==> src/common/asu_pkg.sv <==
/*
 * Constants for the asynchronous serial transceiver core: frame lengths,
 * oversampling, divider encodings and status reset values.
 * Assumes one system clock; no register bus, all control bits are ports.
 */
// Operation
// - Status access then data write clears transmit flags
// - Break_send repeats zero frames, then one mark bit
// - Enabling transmitter sends one idle frame first
// - Tx_on pulse queues idle frame, drops holding data
// - Receive LSB first; ninth bit to rx_ninth_bit
// - Rx_on enables receiver hunting for start bit
// - Completed character loads holding register, sets full
// - Status read then data read clears full
// - Idle frame handled like character plus interrupt
// - Overrun keeps holding register, sets overrun flag
// - Noise flag rises with full, no own interrupt
// - Missing stop or break sets framing fault
// - Baud equals clock over 16, common, direction divider
// - Nonzero fine prescale divides rate further
// - Muted receiver sets no flags, no interrupts; a pending parity fault still raises irq
// - Idle wake clears mute without idle flag
// - Address wake on MSB one, received normally
// - Parity replaces data MSB on transmit
// - Parity even or odd over low bits
// - Parity failure sets fault flag, maybe interrupt
// - All events share one gated interrupt line
// - Idle transmitter loads shift register directly
// - Frame end sets done flag and interrupt
// - Parity settings change only between bytes
// - Clearing rx_on resets receive flags except parity fault
package asu_pkg;
	localparam int unsigned OVERSAMPLE = 16;
	localparam logic [3:0] SAMPLE_A = 4'h7;
	localparam logic [3:0] SAMPLE_B = 4'h8;
	localparam logic [3:0] SAMPLE_C = 4'h9;
	localparam logic [3:0] SAMPLE_LAST = 4'hf;
	localparam logic [3:0] BITS_8 = 4'ha;
	localparam logic [3:0] BITS_9 = 4'hb;
	localparam logic [7:0] PRE_1 = 8'h01;
	localparam logic [7:0] PRE_3 = 8'h03;
	localparam logic [7:0] PRE_4 = 8'h04;
	localparam logic [7:0] PRE_13 = 8'h0d;
	localparam logic TXE_RESET = 1'b1;
	localparam logic TXDONE_RESET = 1'b1;
endpackage

==> src/asu_rate_gen.sv <==
/*
 * One baud tick generator: sixteen-times bit clock enable.
 * Assumes configuration is steady while the direction is enabled.
 */
`timescale 1ns/100ps
module asu_rate_gen #(
	parameter int unsigned CW = 24
) (
	input wire logic i_clk_sys,
	input wire logic i_nrst,
	input wire logic i_run,
	input wire logic [1:0] i_common_prescale_field,
	input wire logic [2:0] i_rate_field,
	input wire logic [7:0] i_fine_divisor,
	output logic o_tick
);
	typedef struct packed {
		logic [CW-1:0] cnt;
		logic tick;
	} asu_rg_t;
	asu_rg_t st_r;
	asu_rg_t st_nxt;
	logic [7:0] pre;
	logic [CW-1:0] limit;

	// Total divide: common times 2^rate times fine, 16x domain
	always_comb begin
		case (i_common_prescale_field)
			2'h0: pre = asu_pkg::PRE_1;
			2'h1: pre = asu_pkg::PRE_3;
			2'h2: pre = asu_pkg::PRE_4;
			default: pre = asu_pkg::PRE_13;
		endcase
		limit = CW'(pre) << i_rate_field;
		if (i_fine_divisor != 8'h00) begin
			limit = CW'(limit * CW'(i_fine_divisor));
		end
		st_nxt = st_r;
		st_nxt.tick = 1'b0;
		if (!i_run) begin
			st_nxt.cnt = '0;
		end else if (st_r.cnt >= limit - CW'(1)) begin
			st_nxt.cnt = '0;
			st_nxt.tick = 1'b1;
		end else begin
			st_nxt.cnt = st_r.cnt + CW'(1);
		end
	end

	always_ff @(posedge i_clk_sys or negedge i_nrst) begin
		if (!i_nrst) begin
			st_r <= '0;
		end else begin
			st_r <= st_nxt;
		end
	end

	assign o_tick = st_r.tick;
endmodule

==> src/asu_core.sv <==
/*
 * Full-duplex asynchronous serial transceiver with break, idle frames,
 * parity, muting with wake-up and gated single interrupt line.
 * Assumes software strobes for status access and data read/write are
 * one-cycle pulses, and rx_line is already synchronous to i_clk_sys.
 */
`timescale 1ns/100ps
module asu_core (
	input wire logic i_clk_sys,
	input wire logic i_nrst,
	input wire logic i_tx_on,
	input wire logic i_rx_on,
	input wire logic i_break_send,
	input wire logic i_word9,
	input wire logic i_wake_address,
	input wire logic i_parity_on,
	input wire logic i_odd_parity_select,
	input wire logic i_parity_irq_en,
	input wire logic i_rx_irq_en,
	input wire logic i_txe_irq_en,
	input wire logic i_txdone_irq_en,
	input wire logic i_idle_irq_en,
	input wire logic i_global_mask,
	input wire logic i_rx_mute_set,
	input wire logic [1:0] i_common_prescale_field,
	input wire logic [2:0] i_tx_rate_field,
	input wire logic [2:0] i_rx_rate_field,
	input wire logic [7:0] i_tx_fine_divisor,
	input wire logic [7:0] i_rx_fine_divisor,
	input wire logic i_status_read,
	input wire logic i_data_wr,
	input wire logic [7:0] i_data_wdata,
	input wire logic i_tx_ninth_bit,
	input wire logic i_data_rd,
	input wire logic i_rx_line,
	output logic o_tx_line,
	output logic o_tx_line_oe,
	output logic [7:0] o_rx_holding_reg,
	output logic o_rx_ninth_bit,
	output logic o_tx_buffer_empty,
	output logic o_tx_done_flag,
	output logic o_rx_buffer_full,
	output logic o_idle_flag,
	output logic o_overrun_flag,
	output logic o_noise_flag,
	output logic o_framing_fault_flag,
	output logic o_parity_fault_flag,
	output logic o_rx_mute,
	output logic o_irq
);
	typedef enum logic [3:0] {
		TX_OFF = 4'h1, TX_IDLE = 4'h2, TX_SHIFT = 4'h4, TX_MARK = 4'h8
	} asu_txs_t;
	typedef enum logic [2:0] {
		RX_OFF = 3'h1, RX_HUNT = 3'h2, RX_FRAME = 3'h4
	} asu_rxs_t;
	typedef struct packed {
		asu_txs_t txs;
		logic [10:0] tsh;
		logic [3:0] tbits;
		logic [3:0] tsub;
		logic [8:0] thold;
		logic thold_v;
		logic tx_on_d;
		logic idle_pend;
		logic brk_frame;
		logic txe;
		logic txdone;
		logic st_armed;
		asu_rxs_t rxs;
		logic [3:0] rsub;
		logic [3:0] rbit;
		logic [9:0] rsh;
		logic [2:0] votes;
		logic rnoise;
		logic rpar_on;
		logic rodd;
		logic rxfull;
		logic idle;
		logic ovr;
		logic nf;
		logic fe;
		logic pe;
		logic mute;
		logic [7:0] rhold;
		logic r9;
		logic txd;
	} asu_state_t;
	asu_state_t s_r;
	asu_state_t s_nxt;
	logic tx_tick;
	logic rx_tick;
	logic [3:0] tlen;

	// Separate generators keep tx and rx rates independent
	asu_rate_gen #(.CW(24)) u_tx_rate (
		.i_clk_sys(i_clk_sys),
		.i_nrst(i_nrst),
		.i_run(i_tx_on),
		.i_common_prescale_field(i_common_prescale_field),
		.i_rate_field(i_tx_rate_field),
		.i_fine_divisor(i_tx_fine_divisor),
		.o_tick(tx_tick)
	);
	asu_rate_gen #(.CW(24)) u_rx_rate (
		.i_clk_sys(i_clk_sys),
		.i_nrst(i_nrst),
		.i_run(i_rx_on),
		.i_common_prescale_field(i_common_prescale_field),
		.i_rate_field(i_rx_rate_field),
		.i_fine_divisor(i_rx_fine_divisor),
		.o_tick(rx_tick)
	);

	// Parity over low data bits, odd select inverts
	function automatic logic par_bit(input logic [8:0] d, input logic w9, input logic odd);
		logic p;
		p = w9 ? ^d[7:0] : ^d[6:0];
		return p ^ odd;
	endfunction

	// Build frame: start, data LSB first, stop; parity in MSB slot
	function automatic logic [10:0] mk_frame(input logic [8:0] d, input logic w9,
		input logic pon, input logic odd);
		logic [8:0] x;
		x = d;
		if (pon) begin
			if (w9) x[8] = par_bit(d, 1'b1, odd);
			else x[7] = par_bit(d, 1'b0, odd);
		end
		if (!w9) x[8] = 1'b1;
		return w9 ? {1'b1, x, 1'b0} : {1'b1, 1'b1, x[7:0], 1'b0};
	endfunction

	assign tlen = i_word9 ? asu_pkg::BITS_9 : asu_pkg::BITS_8;

	// Next-state logic for both directions and the shared flags
	always_comb begin
		logic samp;
		logic [8:0] rd;
		logic perr;
		logic clr_seq_w;
		logic clr_seq_r;
		samp = 1'b0;
		rd = '0;
		perr = 1'b0;
		s_nxt = s_r;
		if (i_status_read) s_nxt.st_armed = 1'b1;
		clr_seq_w = s_r.st_armed && i_data_wr;
		clr_seq_r = s_r.st_armed && i_data_rd;
		if (i_data_wr || i_data_rd) s_nxt.st_armed = 1'b0;
		// Software clears first, hardware sets later win over them
		if (clr_seq_w) begin
			s_nxt.txe = 1'b0;
			s_nxt.txdone = 1'b0;
		end
		if (i_data_wr) begin
			s_nxt.thold = {i_tx_ninth_bit, i_data_wdata};
			s_nxt.thold_v = 1'b1;
		end
		if (clr_seq_r) begin
			s_nxt.rxfull = 1'b0;
			s_nxt.idle = 1'b0;
			s_nxt.ovr = 1'b0;
			s_nxt.nf = 1'b0;
			s_nxt.fe = 1'b0;
			s_nxt.pe = 1'b0;
		end
		if (i_rx_mute_set) s_nxt.mute = 1'b1;
		s_nxt.tx_on_d = i_tx_on;
		// Off then on during a word: idle next, pending data lost
		if (i_tx_on && !s_r.tx_on_d && s_r.txs != TX_OFF) begin
			s_nxt.idle_pend = 1'b1;
			s_nxt.thold_v = 1'b0;
		end
		case (s_r.txs)
			TX_OFF: begin
				s_nxt.txd = 1'b1;
				s_nxt.thold_v = 1'b0;
				if (i_tx_on) begin
					s_nxt.txs = TX_SHIFT;
					s_nxt.tsh = '1;
					s_nxt.tbits = tlen + 4'h1;
					s_nxt.tsub = '0;
					s_nxt.brk_frame = 1'b0;
				end
			end
			TX_IDLE: begin
				// Stay low between back-to-back break frames
				s_nxt.txd = !(i_break_send && i_tx_on);
				if (!i_tx_on) begin
					s_nxt.txs = TX_OFF;
				end else if (i_break_send) begin
					s_nxt.txs = TX_SHIFT;
					s_nxt.tsh = '0;
					s_nxt.tbits = tlen + 4'h1;
					s_nxt.tsub = '0;
					s_nxt.brk_frame = 1'b1;
				end else if (s_r.idle_pend) begin
					s_nxt.idle_pend = 1'b0;
					s_nxt.txs = TX_SHIFT;
					s_nxt.tsh = '1;
					s_nxt.tbits = tlen + 4'h1;
					s_nxt.tsub = '0;
					s_nxt.brk_frame = 1'b0;
				end else if (s_nxt.thold_v) begin
					// Direct load when idle; buffer empty again at once
					s_nxt.txs = TX_SHIFT;
					s_nxt.tsh = mk_frame(s_nxt.thold, i_word9, i_parity_on,
						i_odd_parity_select);
					s_nxt.tbits = tlen + 4'h1;
					s_nxt.tsub = '0;
					s_nxt.thold_v = 1'b0;
					s_nxt.txe = 1'b1;
					s_nxt.brk_frame = 1'b0;
				end
			end
			TX_SHIFT: begin
				s_nxt.txd = s_r.tsh[0];
				if (tx_tick) begin
					s_nxt.tsub = s_r.tsub + 4'h1;
					if (s_r.tsub == asu_pkg::SAMPLE_LAST) begin
						s_nxt.tsh = {1'b1, s_r.tsh[10:1]};
						s_nxt.tbits = s_r.tbits - 4'h1;
						if (s_r.tbits == 4'h2) begin // Frame is tlen bits long
							s_nxt.txdone = 1'b1;
							s_nxt.txs = (s_r.brk_frame && !i_break_send) ? TX_MARK : TX_IDLE;
							if (s_r.brk_frame && i_break_send) s_nxt.txs = TX_IDLE;
						end
					end
				end
				if (s_r.brk_frame) s_nxt.txd = 1'b0;
			end
			TX_MARK: begin
				// One mark bit so the next start bit is seen
				s_nxt.txd = 1'b1;
				if (tx_tick) begin
					s_nxt.tsub = s_r.tsub + 4'h1;
					if (s_r.tsub == asu_pkg::SAMPLE_LAST) s_nxt.txs = TX_IDLE;
				end
			end
			default: s_nxt.txs = TX_OFF;
		endcase
		// Receiver: 16x sampling, vote over three centre samples
		case (s_r.rxs)
			RX_OFF: begin
				if (i_rx_on) s_nxt.rxs = RX_HUNT;
			end
			RX_HUNT: begin
				if (rx_tick && !i_rx_line) begin
					s_nxt.rxs = RX_FRAME;
					s_nxt.rsub = 4'h1;
					s_nxt.rbit = '0;
					s_nxt.votes = '0;
					s_nxt.rnoise = 1'b0;
					s_nxt.rpar_on = i_parity_on;
					s_nxt.rodd = i_odd_parity_select;
				end else if (rx_tick) begin
					s_nxt.rsub = s_r.rsub + 4'h1;
					// Full mark frame time on the line counts as idle
					if (s_r.rsub == asu_pkg::SAMPLE_LAST) begin
						s_nxt.rbit = s_r.rbit + 4'h1;
						if (s_r.rbit == tlen && s_r.rxfull) begin
							s_nxt.rbit = tlen;
						end else if (s_r.rbit == tlen) begin
							s_nxt.rbit = 4'hf;
							if (s_r.mute && !i_wake_address) begin
								s_nxt.mute = 1'b0;
							end else if (!s_r.mute) begin
								s_nxt.idle = 1'b1;
								s_nxt.rxfull = 1'b1;
							end
						end else if (s_r.rbit == 4'hf) begin
							s_nxt.rbit = 4'hf;
						end
					end
				end
			end
			RX_FRAME: begin
				if (rx_tick) begin
					s_nxt.rsub = s_r.rsub + 4'h1;
					if (s_r.rsub == asu_pkg::SAMPLE_A || s_r.rsub == asu_pkg::SAMPLE_B ||
						s_r.rsub == asu_pkg::SAMPLE_C) begin
						s_nxt.votes = {s_r.votes[1:0], i_rx_line};
					end
					if (s_r.rsub == asu_pkg::SAMPLE_LAST) begin
						samp = (s_r.votes[0] & s_r.votes[1]) | (s_r.votes[0] & s_r.votes[2]) |
							(s_r.votes[1] & s_r.votes[2]);
						if (s_r.votes != 3'h0 && s_r.votes != 3'h7) s_nxt.rnoise = 1'b1;
						s_nxt.rsh = {samp, s_r.rsh[9:1]};
						s_nxt.rbit = s_r.rbit + 4'h1;
						if (s_r.rbit == tlen - 4'h1) begin // Stop slot is the last one
							s_nxt.rxs = RX_HUNT;
							s_nxt.rsub = '0;
							s_nxt.rbit = '0;
							rd = i_word9 ? s_nxt.rsh[8:0] : {1'b0, s_nxt.rsh[8:1]};
							perr = s_r.rpar_on &&
								(par_bit(rd, i_word9, s_r.rodd) != (i_word9 ? rd[8] : rd[7]));
							if (s_r.mute && i_wake_address && (i_word9 ? rd[8] : rd[7])) begin
								s_nxt.mute = 1'b0;
							end
							if (!s_nxt.mute) begin
								if (s_r.rxfull) begin
									s_nxt.ovr = 1'b1;
								end else begin
									s_nxt.rxfull = 1'b1;
									s_nxt.rhold = rd[7:0];
									s_nxt.r9 = i_word9 ? rd[8] : s_r.r9;
									s_nxt.nf = s_nxt.rnoise;
									s_nxt.fe = !samp;
									s_nxt.pe = perr;
								end
							end
						end
					end
				end
			end
			default: s_nxt.rxs = RX_OFF;
		endcase
		if (!i_rx_on) begin
			s_nxt.rxs = RX_OFF;
			s_nxt.rsub = '0;
			s_nxt.rbit = '0;
			s_nxt.rxfull = 1'b0;
			s_nxt.idle = 1'b0;
			s_nxt.ovr = 1'b0;
			s_nxt.nf = 1'b0;
			s_nxt.fe = 1'b0;
		end
		if (!i_tx_on && s_r.txs == TX_IDLE) s_nxt.txs = TX_OFF;
	end

	always_ff @(posedge i_clk_sys or negedge i_nrst) begin
		if (!i_nrst) begin
			s_r <= '0;
			s_r.txs <= TX_OFF;
			s_r.rxs <= RX_OFF;
			s_r.txe <= asu_pkg::TXE_RESET;
			s_r.txdone <= asu_pkg::TXDONE_RESET;
			s_r.tsh <= '1;
			s_r.txd <= 1'b1;
		end else begin
			s_r <= s_nxt;
		end
	end

	assign o_tx_line = s_r.txd;
	assign o_tx_line_oe = (s_r.txs != TX_OFF);
	assign o_rx_holding_reg = s_r.rhold;
	assign o_rx_ninth_bit = s_r.r9;
	assign o_tx_buffer_empty = s_r.txe;
	assign o_tx_done_flag = s_r.txdone;
	assign o_rx_buffer_full = s_r.rxfull;
	assign o_idle_flag = s_r.idle;
	assign o_overrun_flag = s_r.ovr;
	assign o_noise_flag = s_r.nf;
	assign o_framing_fault_flag = s_r.fe;
	assign o_parity_fault_flag = s_r.pe;
	assign o_rx_mute = s_r.mute;
	// One shared line; mute blocks full, overrun and idle events, not parity fault
	assign o_irq = !i_global_mask && (
		(s_r.txe && i_txe_irq_en) || (s_r.txdone && i_txdone_irq_en) ||
		(!s_r.mute && ((s_r.rxfull || s_r.ovr) && i_rx_irq_en)) ||
		(!s_r.mute && s_r.idle && i_idle_irq_en) ||
		(s_r.pe && i_parity_irq_en));
endmodule

==> config.mk <==
export PLATFORM = sky130hd
export DESIGN_NAME = asu_core
export DESIGN_NICKNAME = d
export VERILOG_FILES = /design/src/common/asu_pkg.sv /design/src/asu_rate_gen.sv /design/src/asu_core.sv
export SDC_FILE = /design/constraint.sdc
export NUM_CORES = 1
export LEC_CHECK = 0
export BUFFER_PORTS_ARGS = -buffer_cell sky130_fd_sc_hd__buf_2
export CAP_MARGIN = 20
export CORE_UTILIZATION = 60
export DETAILED_ROUTE_END_ITERATION = 6
export PLACE_DENSITY_LB_ADDON = 0.3
export SYNTH_ARGS = -nofsm -noshare
export SYNTH_HDL_FRONTEND = slang
export SYNTH_SLANG_ARGS = --single-unit
==> constraint.sdc <==
create_clock -name i_clk_sys -period 6 [get_ports i_clk_sys]
set_clock_uncertainty 0.2 [all_clocks]
set_input_delay 0.6 -clock i_clk_sys [delete_from_list [all_inputs] [get_ports i_clk_sys]]
set_output_delay 0.6 -clock i_clk_sys [all_outputs]
set_load 0.005 [all_outputs]
# Word-level counts from Yosys, hierarchy flattened
# Cells that the tools add are included.
[totals]
register_bits = 133
input_bits = 53
elab_cells = 295
output_inout_bits = 21
[op_classes]
addsub = 10
n_bitwise = 10
n_reduce_logical = 68
magnitude_cmp = 2
n_eq_ne = 45
mul = 2
shift = 2
mux = 122
[ops]
columns = ["cell", "count"]
rows = [
  ["two-way mux 24 bit", 6],
  ["two-way mux 23 bit", 5],
  ["two-way mux 4 bit", 14],
  ["two-way mux 1 bit", 52],
  ["adder 24 x 1 -> 24 bit (second input constant)", 2],
  ["greater-or-equal comparator 24 bit", 2],
  ["multiplier 24 x 8 -> 24 bit", 2],
  ["subtractor 24 x 1 -> 24 bit (second input constant)", 2],
  ["case mux 15 bit (3 select lines)", 1],
  ["two-way mux 14 bit", 3],
  ["two-way mux 19 bit", 2],
  ["case mux 4 bit (4 select lines)", 2],
  ["two-way mux 9 bit", 3],
  ["two-way mux 25 bit", 1],
  ["== test 4 bit (second input constant)", 6],
  ["inequality test 3 bit (second input constant)", 8],
  ["<< shifter 4 x 3 -> 24 bit", 1],
  ["<< shifter 8 x 3 -> 24 bit", 1],
  ["logical AND 1 bit", 23],
  ["two-way mux 11 bit", 2],
  ["two-way mux 21 bit", 1],
  ["two-way mux 10 bit", 2],
  ["two-way mux 2 bit", 10],
  ["AND reduction 6 bit", 3],
  ["49 further kinds", 107],
]

# Logic depth before layout (Yosys ltp)
# Gate-level depths: netlist of run 1.
[depth]
word_depth = 14
depth_mapped = 34
ltp_nobuf = 30

# Modules after synthesis
# A second synthesis of run 1 with hierarchy kept.
[hier_totals]
hier_cells = 1917
hier_area_um2 = 16368.2
[modules_own_cells]
columns = ["mod", "cells_each", "seq_area_each_um2", "n_inst", "area_per_inst_um2"]
rows = [
  ["asu_rate_gen at u_rx_rate", 724, 625.6, 1, 5898.2],
  ["asu_rate_gen at u_tx_rate", 698, 625.6, 1, 5876.9],
  ["asu_core", 495, 2072.0, 1, 4593.2],
]

# Least setup slack after synthesis of run 1
# OpenSTA, ideal clock, no wires.
[synth_path]
path_kind = "input to register"
from = "input i_rx_rate_field[1]"
to = "register u_rx_rate.st_r[24] (netlist name)"
n_path_buf = 3
arrival_ps = 7933
required_time_ps = 5722
cell_stages = 30
setup_time_ps = 78
setup_slack_ps = -2211
cell_sequence = "clkbuf_1 or2_2 o22ai_1 a22o_1 clkbuf_1 and2_1 fa_1 fa_1 fa_1 inv_1 fa_1 inv_1 ha_1 and3_1 a22oi_1 a211o_1 and4_1 o41ai_1 or4b_4 o22ai_1 nand3_1 ha_1 a21o_1 a21oi_1 nor2_1 a211oi_1 and2_1 clkbuf_1 nand2_1 a21oi_1"
[synth_lines]
columns = ["element", "line", "rtl"]
rows = [
  ["start, declared", "asu_core.sv:27", "input wire logic [2:0] i_rx_rate_field,"],
  ["end signal, assigned", "asu_rate_gen.sv:54", "st_r <= st_nxt;"],
  ["end, declared", "asu_rate_gen.sv:21", "asu_rg_t st_r;"],
]

==> results.ini, run 1 <==
[layout]
largest_reg_flops=63
drive_gt1_share_pct=30.7
final_nets=2456
synthToLayoutAreaGrowth_pct=28.5
diodes=0
top_register=s_r
reg_top3=s_r x63, u_rx_rate.st_r x24, u_tx_rate.st_r x24
nFillCells=1594

[route]
wl_mm=45.5
wl_met1_mm=18.5
ant_nets=0
drc=0
highest_layer=met4
wire_per_inst_um=18.2
wl_met3_mm=2.06
avgViaCountPerCell=6.07
drtIter0Drc=1375
drtPass1Iterations=6
via_count=15156
wl_met2_mm=23.1

[synthesis]
async_flop_share_pct=100
synth_area_mm2=0.0159
syn_avg_cell_area_um2=8.53
ys_types=89
synth-seq-cells=132
synth_edf_count=0
yosysWarnings=0
synth_nets=2173
synth_cells=1867
seq_area_frac_synth_pct=20.9
synth-main-ff-cell=dfrtp_1

[global_routing]
overflow=0
grt_pass1_wl_mm=71.0
track_usage_pct=32.3
grt_pass1_vias=15215
grt_max_degree=83
antenna_found_initial=0

[clocking]
root_buffer=clkbuf_16
numCtsBuffers=17
tritoncts=done
clk_latency_ns=0.42
path_clk_slew_ns=0.06
h-tree-depth=4
clock_sinks=132
clock_path_buffers=2

[sta]
post-route-period-util_pct=123
post-route-min-period_ns=7.41
setup_viol=50
slew_viol_final=0
rsz0062_at_grt=yes
fin_tns_setup_ns=-65.62
finalHoldViolCount=0
relSlewSlack_pct=43.6
worst_slew_pin_slew_ns=0.839
hold_ws_ns=0.148
worst_slack_ns=-1.41
fmax_ghz=0.135

[power]
vdd_drop_max_mv=0.217
leakagePower_nw=9.90
power-per-cell-area_mw_per_mm2=226

[setup_path]
r2r_cells=8
critPathArrivalTime_ns=7.51
cp-end-kind=flip-flop
worst_ep_required_time_ns=6.10
r2r_end=s_r[67]
start_kind=input port
cp_max_fo=10
cp-startpoint=i_tx_rate_field[2]
r2r_start=s_r[79]
worst-r2r-setup-slack_ns=2.78
worstSetupPathType=input port to flip-flop

[floorplanning]
die_h_um=165
die-width_um=165
dieArea_mm2=0.0272
row_count=59
core_mm2=0.0261
pin_count=74
start_util_pct=61.1

[run]
cap_violations=0

[hold_path]
min_path_type=input port to flip-flop
holdPathStages=2
min_from=i_data_rd
hold_end=s_r[44]

[place]
numPortBuffers=73
post-dp-hpwl_mm=31.1
dp_worst_setup_slack_ns=-1.66
place.gp.congestion=0.891

[outcome]
outcome=complete, but fails checks
violations=negative setup slack

[stage by stage]
| step | util, % | std cells | cell area (um^2) | total power [mW] |
|---|---|---|---|---|
| 6_report | 78.6 | 2498 | 20500 | 4.63 |
| 3_3_place_gp | 71.4 | 2418 | 18600 | 3.26 |
| 4_1_cts | 76.0 | 2475 | 19800 | 4.46 |
| 3_5_place_dp | 71.4 | 2418 | 18600 | 3.36 |
| 2_1_floorplan | - | 1867 | 16600 | 2.61 |
| 5_1_grt | 78.6 | 2498 | 20500 | 4.93 |
[power by group]
group          switching (mW)  leakage (nW)  internal (mW)
combinational            1.34          7.92           1.23
sequential             0.0917          1.72           1.01
clock                   0.405         0.259          0.551
total                    1.84          9.90           2.79
[worst max-delay path: stages]
cell	delay, ns
clkbuf_4	0.17
or2_4	0.27
o32ai_4	0.44
nand2_1	0.19
fa_1	0.52
fa_1	0.54
inv_1	0.08
fa_1	0.49
inv_1	0.05
fa_1	0.49
inv_2	0.05
ha_4	0.30
o211ai_1	0.18
o2111ai_1	0.30
o311ai_2	0.20
nor3_4	0.29
a31oi_4	0.16
nor3b_4	0.27
nand2_1	0.13
xnor2_1	0.15
ha_1	0.32
nand3_1	0.14
nor4_2	0.33
a21oi_2	0.10
buf_4	0.16
o21ai_4	0.30
clkbuf_16	0.23
nor2_2	0.04
[cell usage after synthesis (5+ instances only)]
master,count,area [um^2]
fa_1,108,2160
a21boi_0,6,45.0
nor4_2,5,62.6
nand4_1,18,113
nand4b_1,5,43.8
or2_2,6,37.5
o22ai_1,22,138
buf_1,5,18.8
nand3b_1,11,82.6
or3_1,10,62.6
nand2_1,143,537
xnor2_1,74,648
buf_2,8,40.0
clkbuf_1,63,236
and3_1,32,200
a21oi_1,91,455
a31oi_1,11,68.8
a21o_1,32,240
dfrtp_1,116,2900
buf_4,9,67.6
mux2_2,24,270
inv_1,179,672
a211oi_1,13,97.6
and3b_1,6,52.6
nor3_1,28,140
ha_1,145,1810
a221oi_1,6,52.6
nand2b_1,20,125
o31ai_1,7,52.6
and2_1,145,907
and4_1,8,70.1
mux2i_1,24,240
nor2b_1,27,169
xor2_1,41,359
dfstp_2,16,420
nor3b_1,6,45.0
a2111oi_0,5,43.8
o21ai_0,72,360
o31a_1,5,43.8
nand3_1,58,290
o211ai_1,11,82.6
a311oi_1,5,43.8
nor2_1,145,544
o21a_1,11,82.6
[worst max-delay path by stage]
stage | endpoint | cells past startpoint
after CTS | u_rx_rate.st_r[14] | 31
after floorplan | u_rx_rate.st_r[24] | 31
after detailed placement | u_rx_rate.st_r[2] | 30
after global placement | u_rx_rate.st_r[3] | 30
after global routing | u_tx_rate.st_r[3] | 28
final | u_tx_rate.st_r[3] | 28
[cell families after synthesis]
kind of cell	synth area share (%)
DFF	20.9
buffers and inverters	6.66
adders and majority gates	25.0
xor gates and xnor gates	6.32
AOI/OAI and AO/OA	14.6
muxes	3.20
and+or+nand+nor	23.4
[layout make-up]
type | count | area, um^2 | area share (%)
multi-input cells | 1468 | 12800 | 62.5
flip-flops and latches | 132 | 3320 | 16.2
clock inverters | 11 | 81.3 | 0.397
repair buffers | 351 | 2720 | 13.3
inverters | 180 | 676 | 3.30
well taps | 335 | 419 | 2.05
clock buffers | 21 | 460 | 2.25
[layout by cell type (no fill, tap or decap), types with 9 or more instances in the layout]
cell,instances
o21ai_0,62
nand3_2,9
mux2i_1,21
a21o_1,31
o21a_1,11
nor3_1,23
xnor2_1,73
fa_1,103
and2_4,18
dfrtp_1,116
dfstp_2,16
mux2_2,24
ha_1,131
o211ai_1,11
o22ai_1,16
a21oi_1,62
nand3_1,50
xor2_1,39
buf_6,13
buf_2,64
and2_1,127
nand2b_1,16
nor2_1,117
a21oi_2,28
nor2b_1,23
nand2_2,9
nor2_2,21
nand3b_1,11
nand4_1,18
inv_2,10
nand2_1,127
ha_4,14
buf_4,258
and3_1,29
inv_1,169
clkbuf_16,19
[metal layers]
metal  global-route usage (%)  up-vias
met2                     57.7      517
met1                     39.3     7524
met3                     4.19      166
met5                        0        -
li1                         -     6949
met4                     12.7        0
[timing repair]
item	CTS	global route
hold buffers	0	1
gates cloned	2	4
pin swaps	56	59
setup endpoints to repair	50	50
hold endpoints to repair	0	8
gates resized for setup	99	113
buffers inserted	23	18
Note: power is estimated with default switching activity, not from simulation.
==> run 2: changes to the inputs <==
--- a/config.mk
+++ b/config.mk
@@ -8,8 +8,10 @@
 export BUFFER_PORTS_ARGS = -buffer_cell sky130_fd_sc_hd__buf_2
 export CAP_MARGIN = 20
 export CORE_UTILIZATION = 60
+export CTS_CLUSTER_DIAMETER = 150
 export DETAILED_ROUTE_END_ITERATION = 6
 export PLACE_DENSITY_LB_ADDON = 0.3
+export SKIP_LAST_GASP = 1
 export SYNTH_ARGS = -nofsm -noshare
 export SYNTH_HDL_FRONTEND = slang
 export SYNTH_SLANG_ARGS = --single-unit
==> results.ini, run 2 (synthesis gave the netlist of run 1 again) <==
[outcome]
outcome=complete, but fails checks
violations=negative setup slack

[layout]
design_area_mm2=0.0205  ; about the same
multi_input_area_mm2=0.0128  ; about the same
final_cell_mix=buf_4 (260), inv_1 (169), ha_1 (131)
final_nets=2456  ; unchanged
reg_top3=s_r x63, u_rx_rate.st_r x24, u_tx_rate.st_r x24
layout_commonest_cell=buf_4
seq_area_mm2=0.00332  ; unchanged
top_register=s_r
drive_gt1_share_pct=30.7  ; -0.092 points
synthToLayoutAreaGrowth_pct=28.4  ; about the same
largest_reg_flops=63  ; unchanged
diodes=0  ; unchanged
nFillCells=1596  ; +0.13%

[global_routing]
overflow=0  ; unchanged
grt_pass1_vias=15209  ; -0.039%
grt_max_degree=83  ; unchanged
antenna_found_initial=0  ; unchanged
grt_pass1_wl_mm=71.0  ; about the same
track_usage_pct=32.3  ; about the same

[route]
ant_nets=0  ; unchanged
drtIter0Drc=1291  ; -6.1%
wl_mm=45.1  ; -0.90%
avgViaCountPerCell=6.05  ; -0.30%
via_count=15110  ; -0.30%
drc=0  ; unchanged
wire_per_inst_um=18.1  ; -0.90%
drtPass1Iterations=5  ; -1

[place]
place.gp.congestion=0.891  ; unchanged
numPortBuffers=73  ; unchanged
post-dp-hpwl_mm=31.1  ; unchanged
dp_worst_setup_slack_ns=-1.66  ; unchanged
placed_cell_area_mm2=0.0186  ; unchanged

[setup_path]
path_common_cell=fa_1
critPathArrivalTime_ns=7.42  ; -0.09 ns
slowest_delay_ns=0.54  ; about the same
r2r_cells=8  ; unchanged
worstSetupPathType=input port to flip-flop
start_kind=input port
worst_ep_required_time_ns=6.10  ; about the same
cp-end-kind=flip-flop
cp_max_fo=8  ; -2
cp_slowest_cell=fa_1

[sta]
finalHoldViolCount=0  ; unchanged
slew_viol_final=0  ; unchanged
post-route-min-period_ns=7.32  ; -0.0876 ns
worst_slew_pin_slew_ns=0.703  ; -0.136 ns
rsz0062_at_grt=yes
post-route-period-util_pct=122  ; -1.5 points
worst_slack_ns=-1.32  ; +0.0876 ns
fmax_ghz=0.137  ; +1.2%
setup_viol=50  ; unchanged
relSlewSlack_pct=52.5  ; +8.8 points

[power]
swShare_pct=39.7  ; -0.086 points
power_mw=4.61  ; -0.29%
switchingPower_mw=1.83  ; -0.51%
vdd_drop_max_mv=0.215  ; -0.70%
power_frac_seq_pct=23.9  ; about the same
p_comb_share_pct=55.4  ; about the same
power_frac_clock_pct=20.7  ; about the same
power-per-cell-area_mw_per_mm2=226  ; -0.20%
p_int_mw=2.78  ; -0.15%
leakagePower_nw=9.90  ; about the same

[floorplanning]
start_util_pct=61.1  ; unchanged
die-width_um=165  ; unchanged
core_mm2=0.0261  ; unchanged
row_count=59  ; unchanged
pin_count=74  ; unchanged
die_h_um=165  ; unchanged
dieArea_mm2=0.0272  ; unchanged

[hold_path]
holdPathStages=2  ; unchanged
min_path_type=input port to flip-flop

[run]
cap_violations=0  ; unchanged

[clocking]
clock_sinks=132  ; unchanged
clock_path_buffers=2  ; unchanged
h-tree-depth=4  ; unchanged
numCtsBuffers=17  ; unchanged
tritoncts=done
clk_latency_ns=0.42  ; about the same
path_clk_slew_ns=0.06  ; about the same
root_buffer=clkbuf_16

==> run 2: cell count changes in the layout (fill, tap and decap cells not counted) <==
cell / previous run / this run
buf_4: 258 / 260
buf_6: 13 / 11
a21oi_1: 62 / 63
a21oi_2: 28 / 27
nand2b_1: 16 / 17
nand2b_4: 3 / 2
==> run 2: critical path, delay by kind of cell <==
kind,cells,cell delay (ns)
xor+xnor,1,0.15
compound gates,6,1.20
fa+ha+maj,6,2.61
buf+inv,7,0.95
simple gates,10,1.91
==> run 2: metal layers <==
| metal | global-route usage, % | share of wire [%] | up-vias |
|---|---|---|---|
| li1 | - | - | 6943 |
| met1 | 39.3 | 40 | 7479 |
| met4 | 12.7 | 4.4 | 0 |
| met3 | 4.19 | 4.3 | 177 |
| met5 | 0 | 0 | - |
| met2 | 57.7 | 51 | 511 |
==> run 2: layout make-up <==
type                       count  share of cell area [%]
timing repair buffer         351                    13.3
clock inverter                11                   0.398
tap                          335                    2.05
multi-input combinational   1468                    62.5
clock buffer                  21                    2.25
inverter                     180                    3.30
sequential                   132                    16.2
==> run 2: power groups by stage <==
stage / registers [mW] / clock network [mW] / logic [mW]
global placement: 1.10 / 0 / 2.16
global route: 1.11 / 1.00 / 2.81
floorplan: 1.06 / 0 / 1.55
detailed placement: 1.11 / 0 / 2.25
finish: 1.10 / 0.955 / 2.56
CTS: 1.10 / 0.957 / 2.40
==> run 2: per-stage QoR <==
step / hold slack (ns) / util (%) / TNS, ns / cells
detailed placement: 0.277 / 71.4 / -79.88 / 2418
finish: 0.148 / 78.5 / -63.74 / 2498
CTS: 0.139 / 76.0 / -49.69 / 2475
floorplan: 0.104 / - / -54.62 / 1867
global placement: 0.258 / 71.4 / -75.54 / 2418
global route: 0.161 / 78.5 / -74.96 / 2498
==> run 2: timing repair <==
| item | CTS | global route |
|---|---|---|
| hold endpoints to repair | 0 | 8 |
| pin swaps | 55 | 59 |
| setup endpoints to repair | 50 | 50 |
| gates resized for setup | 97 | 111 |
| hold buffers | 0 | 1 |
| cloned | 2 | 4 |
| buffers inserted | 23 | 18 |
==> run 2: path summary, 6_finish.rpt <==
| path | from | endpoint | slack, ns |
|---|---|---|---|
| worst max-delay path | i_common_prescale_field[0] | u_tx_rate.st_r[3] | -1.32 |
| worst max register to register | s_r[79] | s_r[67] | 2.80 |
| max in group asynchronous | i_nrst | o_rx_holding_reg[6] | 3.95 |
| worst min register to register | s_r[72] | s_r[72] | 0.28 |
| min in group asynchronous | i_nrst | u_rx_rate.st_r[19] | 0.35 |
| worst min-delay path | i_data_rd | s_r[44] | 0.15 |
